--- src/pors_pkg.sv ---
package pors_pkg;
  // AXI4-Lite register map (byte addresses)
  localparam logic [7:0] CTRL_OFFS = 8'h00;
  localparam logic [7:0] STAT_OFFS = 8'h04;
  localparam logic [7:0] STRAP_OFFS = 8'h08;
  localparam logic [7:0] WDOG_OFFS = 8'h0c;
  // Control register fields
  localparam int CTRL_WDOG_EN_BIT = 0;
  localparam int CTRL_WDOG_KICK_BIT = 1;
  // Status register fields
  localparam int STAT_POR_BIT = 0;
  localparam int STAT_LOCK_BIT = 1;
  localparam int STAT_HARD_BIT = 2;
  localparam int STAT_SOFT_BIT = 3;
  localparam int STAT_WDOG_BIT = 4;
  // Timing counts in board clock cycles; the lock wait is in PLL reference cycles
  localparam int POR_HOLD_CYC = 16;
  localparam int POR_STRETCH_CYC = 1024;
  localparam int PLL_LOCK_REF_CYC = 6400;
  localparam int HARD_REL_CYC = 512;
  localparam int SOFT_REL_CYC = 515;
  localparam int STRAP_W = 14;
  localparam logic [31:0] WDOG_RESET_VAL = 32'h0000ffff;
  localparam logic [1:0] RESP_OKAY = 2'h0;
  localparam logic [1:0] RESP_SLVERR = 2'h2;
  typedef enum logic [2:0] {ST_EXT, ST_STRETCH, ST_LOCK, ST_HARD, ST_SOFT, ST_RUN} pors_state_t;
endpackage

--- src/pors_sequencer.sv ---
// Behaviour
// - Internal power-on reset stays asserted 1024 clocks after the external input is released.
// - The PLL reports lock 6400 reference cycles after internal reset release, reference = clock / divider.
// - After lock, hard_reset_n is driven low 512 more clocks and then released.
// - After lock, soft_reset_n is driven low 515 more clocks, three after hard reset release.
// - Hard and soft reset counts run on the input clock itself.
// - Fourteen configuration straps are latched as power-on reset deasserts.
// - Soft reset is asserted whenever hard reset is asserted.
// - An enabled watchdog reaching zero launches an internal hard reset sequence.
`timescale 1ns/1ps
`default_nettype none
module pors_sequencer
  import pors_pkg::*;
#(
  parameter int STRETCH_CYC = POR_STRETCH_CYC,
  parameter int LOCK_REF_CYC = PLL_LOCK_REF_CYC,
  parameter logic [2:0] PLL_REF_DIV = 3'h1
) (
  // Clock and bus reset
  input wire logic aclk,
  input wire logic aresetn,
  // Board reset and straps
  input wire logic power_on_reset_n,
  input wire logic [STRAP_W-1:0] cfg_straps,
  // Open-drain resets, low drive when enable high
  output logic hard_reset_o,
  output logic hard_reset_oe,
  input wire logic hard_reset_i,
  output logic soft_reset_o,
  output logic soft_reset_oe,
  input wire logic soft_reset_i,
  output logic internal_por_n,
  output logic system_pll_locked,
  output logic [STRAP_W-1:0] cfg_latched,
  // AXI4-Lite slave
  input wire logic [7:0] s_awaddr,
  input wire logic s_awvalid,
  output logic s_awready,
  input wire logic [31:0] s_wdata,
  input wire logic [3:0] s_wstrb,
  input wire logic s_wvalid,
  output logic s_wready,
  output logic [1:0] s_bresp,
  output logic s_bvalid,
  input wire logic s_bready,
  input wire logic [7:0] s_araddr,
  input wire logic s_arvalid,
  output logic s_arready,
  output logic [31:0] s_rdata,
  output logic [1:0] s_rresp,
  output logic s_rvalid,
  input wire logic s_rready
);
  pors_state_t state_q;
  logic [19:0] cnt_q;
  logic por_q;
  logic wdog_en_q;
  logic wdog_fire_q;
  logic [31:0] wdog_load_q;
  logic [31:0] wdog_cnt_q;
  logic aw_q, w_q;
  logic [7:0] awaddr_q;
  logic [31:0] wdata_q;
  logic [3:0] wstrb_q;
  logic wr_go, wr_hit_ctrl, wr_hit_wdog;
  logic [19:0] lock_cyc;

  // Lock wait measured in board clocks: reference runs at clock / divider
  assign lock_cyc = 20'(LOCK_REF_CYC * int'(PLL_REF_DIV));

  // Reset sequence; power_on_reset_n low restarts the state machine and its count, ignoring bus reset
  always_ff @(posedge aclk) begin
    por_q <= power_on_reset_n;
    if (!power_on_reset_n) begin
      state_q <= ST_EXT;
      cnt_q <= 20'h00000;
    end else begin
      case (state_q)
        ST_EXT: begin
          state_q <= ST_STRETCH;
          cnt_q <= 20'h00001;
        end
        ST_STRETCH: begin
          if (cnt_q == 20'(STRETCH_CYC)) begin
            state_q <= ST_LOCK;
            cnt_q <= 20'h00001;
          end else cnt_q <= cnt_q + 20'h00001;
        end
        ST_LOCK: begin
          if (cnt_q == lock_cyc) begin
            state_q <= ST_HARD;
            cnt_q <= 20'h00001;
          end else cnt_q <= cnt_q + 20'h00001;
        end
        ST_HARD, ST_SOFT: begin
          // Counts run on aclk itself, which is the bus reference clock
          if (wdog_fire_q) begin
            state_q <= ST_HARD;
            cnt_q <= 20'h00001;
          end else if (state_q == ST_HARD && cnt_q == 20'(HARD_REL_CYC)) begin
            state_q <= ST_SOFT;
            cnt_q <= cnt_q + 20'h00001;
          end else if (state_q == ST_SOFT && cnt_q == 20'(SOFT_REL_CYC)) begin
            state_q <= ST_RUN;
          end else cnt_q <= cnt_q + 20'h00001;
        end
        ST_RUN: begin
          if (wdog_fire_q) begin
            state_q <= ST_HARD;
            cnt_q <= 20'h00001;
          end
        end
        default: state_q <= ST_EXT;
      endcase
    end
  end

  // Registered outputs; hard reset drive always implies soft reset drive
  always_ff @(posedge aclk) begin
    if (!power_on_reset_n) begin
      internal_por_n <= 1'b0;
      system_pll_locked <= 1'b0;
      hard_reset_oe <= 1'b1;
      soft_reset_oe <= 1'b1;
    end else begin
      internal_por_n <= !(state_q == ST_EXT || state_q == ST_STRETCH);
      system_pll_locked <= state_q inside {ST_HARD, ST_SOFT, ST_RUN};
      hard_reset_oe <= state_q != ST_SOFT && state_q != ST_RUN;
      soft_reset_oe <= state_q != ST_RUN;
    end
  end
  assign hard_reset_o = 1'b0;
  assign soft_reset_o = 1'b0;

  // Straps captured on the rising edge of power_on_reset_n, a clocked sample
  always_ff @(posedge aclk) begin
    if (power_on_reset_n && !por_q) cfg_latched <= cfg_straps;
  end

  // Watchdog counts down only while enabled and the device is running
  always_ff @(posedge aclk) begin
    if (!aresetn || !power_on_reset_n) begin
      wdog_cnt_q <= WDOG_RESET_VAL;
      wdog_fire_q <= 1'b0;
    end else begin
      wdog_fire_q <= 1'b0;
      if (wr_hit_ctrl && wdata_q[CTRL_WDOG_KICK_BIT]) wdog_cnt_q <= wdog_load_q;
      else if (wdog_en_q && state_q == ST_RUN) begin
        if (wdog_cnt_q == 32'h00000000) begin
          wdog_fire_q <= 1'b1;
          wdog_cnt_q <= wdog_load_q;
        end else wdog_cnt_q <= wdog_cnt_q - 32'h00000001;
      end
    end
  end

  // Write channel: address and data taken in either order
  assign wr_go = aw_q && w_q && !s_bvalid;
  assign wr_hit_ctrl = wr_go && awaddr_q == CTRL_OFFS && wstrb_q[0];
  assign wr_hit_wdog = wr_go && awaddr_q == WDOG_OFFS;
  always_ff @(posedge aclk) begin
    if (!aresetn) begin
      aw_q <= 1'b0;
      w_q <= 1'b0;
      s_awready <= 1'b1;
      s_wready <= 1'b1;
      s_bvalid <= 1'b0;
      s_bresp <= RESP_OKAY;
      awaddr_q <= 8'h00;
      wdata_q <= 32'h00000000;
      wstrb_q <= 4'h0;
      wdog_en_q <= 1'b0;
      wdog_load_q <= WDOG_RESET_VAL;
    end else begin
      if (s_awvalid && s_awready) begin
        aw_q <= 1'b1;
        awaddr_q <= s_awaddr;
        s_awready <= 1'b0;
      end
      if (s_wvalid && s_wready) begin
        w_q <= 1'b1;
        wdata_q <= s_wdata;
        wstrb_q <= s_wstrb;
        s_wready <= 1'b0;
      end
      if (wr_go) begin
        aw_q <= 1'b0;
        w_q <= 1'b0;
        s_bvalid <= 1'b1;
        s_bresp <= (awaddr_q == CTRL_OFFS || awaddr_q == WDOG_OFFS) ? RESP_OKAY : RESP_SLVERR;
        if (wr_hit_ctrl) wdog_en_q <= wdata_q[CTRL_WDOG_EN_BIT];
        if (wr_hit_wdog) begin
          for (int b = 0; b < 4; b++) begin
            if (wstrb_q[b]) wdog_load_q[8*b +: 8] <= wdata_q[8*b +: 8];
          end
        end
      end
      if (s_bvalid && s_bready) begin
        s_bvalid <= 1'b0;
        s_awready <= 1'b1;
        s_wready <= 1'b1;
      end
    end
  end

  // Read channel: one read at a time, answer one cycle after address
  always_ff @(posedge aclk) begin
    if (!aresetn) begin
      s_arready <= 1'b1;
      s_rvalid <= 1'b0;
      s_rdata <= 32'h00000000;
      s_rresp <= RESP_OKAY;
    end else if (s_arvalid && s_arready) begin
      s_arready <= 1'b0;
      s_rvalid <= 1'b1;
      s_rresp <= RESP_OKAY;
      case (s_araddr)
        CTRL_OFFS: s_rdata <= {31'h00000000, wdog_en_q};
        STAT_OFFS: s_rdata <= {27'h0000000, wdog_cnt_q == 32'h00000000, !soft_reset_i, !hard_reset_i,
                               system_pll_locked, internal_por_n};
        STRAP_OFFS: s_rdata <= {18'h00000, cfg_latched};
        WDOG_OFFS: s_rdata <= wdog_load_q;
        default: begin
          s_rdata <= 32'h00000000;
          s_rresp <= RESP_SLVERR;
        end
      endcase
    end else if (s_rvalid && s_rready) begin
      s_rvalid <= 1'b0;
      s_arready <= 1'b1;
    end
  end

  // Checks
  hard_rel_time_a: assert property (@(posedge aclk) disable iff (!power_on_reset_n)
    $rose(system_pll_locked) |-> hard_reset_oe [*8]);
  soft_with_hard_a: assert property (@(posedge aclk) disable iff (!power_on_reset_n)
    hard_reset_oe |-> soft_reset_oe);
  soft_after_hard_a: assert property (@(posedge aclk) disable iff (!power_on_reset_n)
    $fell(hard_reset_oe) |-> soft_reset_oe ##1 soft_reset_oe ##1 soft_reset_oe ##1 !soft_reset_oe);
  por_stretch_a: assert property (@(posedge aclk) disable iff (!power_on_reset_n)
    $rose(power_on_reset_n) |-> !internal_por_n [*8]);
  lock_after_por_a: assert property (@(posedge aclk) disable iff (!power_on_reset_n)
    $rose(internal_por_n) |-> !system_pll_locked [*8]);
  wdog_relaunch_a: assert property (@(posedge aclk) disable iff (!power_on_reset_n)
    wdog_fire_q |-> ##2 hard_reset_oe);
  strap_latch_a: assert property (@(posedge aclk)
    power_on_reset_n && !por_q |=> cfg_latched == $past(cfg_straps));
  bus_reference_clock_count_a: assert property (@(posedge aclk) disable iff (!power_on_reset_n)
    state_q == ST_HARD && !wdog_fire_q && cnt_q < 20'(HARD_REL_CYC) |=> cnt_q == $past(cnt_q) + 20'h00001);
endmodule
`default_nettype wire

--- config.mk ---
export PLATFORM = sky130hd
export DESIGN_NAME = pors_sequencer
export DESIGN_NICKNAME = d
export VERILOG_FILES = /design/src/pors_pkg.sv /design/src/pors_sequencer.sv
export SDC_FILE = /design/constraint.sdc
export NUM_CORES = 1
export LEC_CHECK = 0
export BUFFER_PORTS_ARGS = -buffer_cell sky130_fd_sc_hd__buf_2
export CORE_AREA = 2 2 162 164
export CTS_CLUSTER_DIAMETER = 60
export DETAILED_ROUTE_END_ITERATION = 8
export DIE_AREA = 0 0 164 166
export GPL_TIMING_DRIVEN = 0
export HOLD_SLACK_MARGIN = 0.15
export PLACE_DENSITY_LB_ADDON = 0.3
export SLEW_MARGIN = 25
export SYNTH_ARGS = -nofsm -noshare
export SYNTH_HDL_FRONTEND = slang
export SYNTH_SLANG_ARGS = --single-unit
--- constraint.sdc ---
create_clock -name aclk -period 2.6 [get_ports aclk]
set_input_delay 0.13 -clock aclk [delete_from_list [all_inputs] [get_ports aclk]]
set_output_delay 0.13 -clock aclk [all_outputs]
set_load 0.05 [all_outputs]
# Word-level counts from Yosys, hierarchy flattened
# Cells that the tools add are included.
# word_totals
out_inout_bits,61
elab_cells,123
register_bits,195
in_bits,76
# op_classes
reduce_logical,46
n_addsub,2
n_mux,25
bitwise,2
n_eq_ne,20
# ops
operator,count
case mux 32 bit (4 select lines),1
2-to-1 mux 20 bit,6
case mux 20 bit (5 select lines),1
2-to-1 mux 32 bit,3
"== test 20 x 10 -> 1 bit, second input constant",2
logical NOT 32 bit,1
"subtractor 32 x 1 -> 32 bit, second input constant",1
"== test 8 x 4 -> 1 bit, second input constant",3
"adder 20 x 1 -> 20 bit, second input constant",1
"== test 20 x 11 -> 1 bit, second input constant",1
"== test 20 x 13 -> 1 bit, second input constant",1
2-to-1 mux 3 bit,6
logical AND 1 bit,16
logical NOT 8 bit,2
case mux 3 bit (5 select lines),1
AND reduction 3 bit,5
"== test 8 x 3 -> 1 bit, second input constant",1
"!= test 4 bit, second input constant",2
logical NOT 1 bit,7
"== test 3 x 2 -> 1 bit, second input constant",2
"== test 3 bit, second input constant",2
"!= test 2 bit, second input constant",3
"!= test 3 bit, second input constant",2
OR reduction 2 bit,3
13 further kinds,22

# Depth between registers and ports, before layout
# depth
ltp_word,6
mapped_depth,10
mapped_depth_nobuf,8

# Worst setup path after synthesis
# OpenSTA, ideal clock, no wires.
# synth_path
path_type,flip-flop to flip-flop
from,register wdog_cnt_q[24]
to,register wdog_cnt_q[21]
path_slack_ns,-0.267
period_less_slack_ns,2.867
setup_time_ns,0.115
path_stages_with_launch,10
t_arrival_ns,2.753
n_path_buf,3
path_cell_list,dfxtp_1 > or4_4 > or4_1 > buf_2 > or4_4 > buf_6 > and2_4 > buf_6 > mux2_4 > o21a_1
# synth_via
elab_chain_cells,4
# synth_lines
element,line,rtl
"start, declared",pors_sequencer.sv:60,logic [31:0] wdog_cnt_q;
"start signal, assigned",pors_sequencer.sv:147,if (wr_hit_ctrl && wdata_q[CTRL_WDOG_KICK_BIT]) wdog_cnt_q <= wdog_load_q;
"start signal, assigned",pors_sequencer.sv:151,wdog_cnt_q <= wdog_load_q;
"start signal, assigned",pors_sequencer.sv:152,end else wdog_cnt_q <= wdog_cnt_q - 32'h00000001;
logical NOT 32 bit,pors_sequencer.sv:149,if (wdog_cnt_q == 32'h00000000) begin
2-to-1 mux 32 bit,pors_sequencer.sv:149,
2-to-1 mux 32 bit,pors_sequencer.sv:148,else if (wdog_en_q && state_q == ST_RUN) begin
2-to-1 mux 32 bit,pors_sequencer.sv:147,
# Every way passes these cells. The select of a mux whose other input is x is not followed.
# A chain may end at the register's enable or synchronous reset.

# Final worst setup path
# layout_path
from,register wdog_cnt_q[25]
to,register wdog_cnt_q[2]
# The elaborated chain is that of the path after synthesis.

==> metrics <==
final hold vios=0; Synth Area in Compound Gates=0.180; Synth Area per Inst=8.36 µm²; # DRC=0; Ports=137; synthesized cell area=8750 µm²; Most Crowded Layer GR=met2; Worst setup EP type=flip-flop; non-filler cells, final=1631; first-pass GRT wire length=45100 µm; WP data required=2.95 ns; flops & latches, synth=193; # setup viols final=3; area leader, netlist=dfxtp_1; Final Max Tran Viols=0; Layout area overhead=31.3%; Simple-Gate Fraction of Synth Area=0.279; DRT iter0 DRCs=682; Global Route Usage Sum=0.211; Max FO, Critical Path=5; initial antenna violation count=0; root buffer cell=clkbuf_16; nets=1364; vias per cell=5.30; Startpoint Class=flip-flop; met2 Track Usage GR=0.347; Yosys warnings=0; Post-Synthesis Cells=1047; synth top area cells=dfxtp_1, nand2_1, a21boi_0; multiplexer area fraction after synthesis=0.0289; dominant synthesized flop cell=dfxtp_1; vias in the first global route=8295; largest family of logic cells by synthesized area=simple AND/OR/NAND/NOR gates; HPWL Detailed=20700 µm; Synth Area in Adders=0.00572; status=finished, violations left; FILL cells=2529; minimum hold slack=0.182 ns; WL final=28800 µm; Tcrit/Tclk final=1.01; Pint=0.00479 W; Synth Area in XOR/XNOR=0.00801; CTS Buf Count=17; most common cell after layout, fill and taps aside=nand2_1; die height=166 µm; grt ovf=0; clock tree buffer depth=2; leakage=4.35 nW; Data arrival, critical path=2.98 ns; die area=27200 µm²; WS Path Type=flip-flop to flip-flop; GRT met1 Usage=0.282; Worst Tran Pin Value=0.759 ns; CTS tree=yes; share of cells above drive strength 1=0.194; met3 usage=0.0320; Distinct cells, synth=67; Final Util=0.448; Row Count=59; Psw=0.00177 W; drt first pass iters=6; final critical-path required period=2.63 ns; RePlAce Congestion=0.903; sw frac=0.270; TritonCTS Sinks=193; final setup margin=-0.0269 ns; asr flop ratio synth=0; H-tree Lvls=4; Vias=8649; area occupied by multi-input gates=4630 µm²; Seq pwr share=0.480; Sum Neg Setup Slack=-0.0594 ns; post-synth top area share=0.409; max_slew headroom=0.494; die width=164 µm; Seq/Total Area, Yosys=0.457; VDD IR max=0.335 mV; max cap viols=0; ANT nets after route=0; register area=4010 µm²; PD cells=571 nW/µm²; Clock Latency Late Sink=0.44 ns; routed len/inst=17.6 µm; RSZ-0062 raised after global routing=yes; Placed Cells=1514; Post-synth EDFFs=14; share of total power in combinational logic=0.132; Initial Utilization=0.342; clk_skew=0.0126 ns; fmax=381 MHz; clock network power share=0.388; Core Area=25600 µm²; PortBufs=129; failing checks=negative setup slack; Hold Crit Class=input pin to flip-flop; pin count of the biggest net entering global routing=17; most frequent cells in the layout=nand2_1, dfxtp_1, buf_2, nand3_1, dlygate4sd3_1; number of diodes=0; clock transition at the registers of the reported paths=0.08 ns
## per-stage QoR
stage	total power, W	setup WS (ns)	cell area (µm²)
after CTS	0.00659	-0.0633	11300
after global placement	0.00397	-0.613	9880
after global routing	0.00681	-0.0668	11500
after floorplan	0.00373	-0.222	8820
final	0.00656	-0.0269	11500
after detailed placement	0.00398	-0.636	9900
## what timing repair did
item                                    CTS  global route
cloned                                    1             0
pin swaps                                12            12
hold buffers                             68             0
endpoints found under the hold margin    67             0
resized for setup                        27            34
setup buffers                            15             7
endpoints found under the setup margin   50            68
## synthesized netlist by cell type, drive strengths merged, types with 3 or more instances
cell type,n
dfxtp,179
a22oi,27
or2,4
nor2,46
nand2b,7
and3,8
inv,12
xor2,4
nor3,29
o211ai,6
a31oi,6
o21ai,56
mux2,5
edfxtp,14
nand4b,3
buf,14
or3,16
nand3b,4
o22ai,11
a21boi,64
o31ai,4
xnor2,4
or4,8
a21oi,39
a21o,5
a211oi,3
nor2b,29
nand2,185
nor4b,5
nor4,25
nand3,87
o21a,4
mux2i,17
and2,13
ha,4
nand4,21
clkbuf,56
## cell families after synthesis
kind of cell | count (synthesis)
and+or+nand+nor | 495
AOI/OAI and AO/OA | 241
DFF | 193
buffers and inverters | 82
muxes | 23
xor gates and xnor gates | 8
adders and majority gates | 4
other | 1
## critical path, stage by stage, from the launching register on
cell and delay (ns):
dfxtp_4 0.35, or4_4 0.53, or4_4 0.47, buf_8 0.17, or4_4 0.48, buf_8 0.17, nand4_1 0.09, o21ai_1 0.09
a22oi_1 0.19
## registers in the layout, indices dropped and copies added, names as in the netlist, 3 cells and up
signal and cells:
wdata_q 32, wdog_cnt_q 32, s_rdata 32, wstrb_q 4
wdog_load_q 32, state_q 3, cfg_latched 14, cnt_q 20
awaddr_q 8
## worst paths after layout
path	from	endpoint	slack, ns	cells past startpoint
hold / removal	s_awvalid	awaddr_q[6]	0.18	4
hold reg to reg	wdog_cnt_q[19]	wdog_cnt_q[19]	0.46	2
setup / recovery	wdog_cnt_q[25]	wdog_cnt_q[2]	-0.03	8
setup reg to reg	wdog_cnt_q[25]	wdog_cnt_q[2]	-0.03	8
## cell type report
class | instances | area share
plain buffers | 65 | 0.0260
clock buffers | 20 | 0.0398
clock inverters | 11 | 0.00904
inverters | 12 | 0.00392
multi-input cells | 775 | 0.403
flip-flops and latches | 193 | 0.349
well taps | 335 | 0.0365
repair buffers | 220 | 0.132
## per-layer routing
metal  up-vias  wire length, µm
li1       4225                -
met1      4041            12800
met2       321            13500
met3        62             1660
met4         0              834
met5         -                0
## power groups by stage
stage | Combinational, W | Sequential [W] | Clock [W]
2_1_floorplan | 0.000462 | 0.00327 | 0
3_3_place_gp | 0.000758 | 0.00322 | 0
3_5_place_dp | 0.000764 | 0.00322 | 0
4_1_cts | 0.000849 | 0.00315 | 0.00259
5_1_grt | 0.000954 | 0.00316 | 0.00270
6_report | 0.000866 | 0.00315 | 0.00254
No activity file was read; power rests on OpenSTA's default activity.
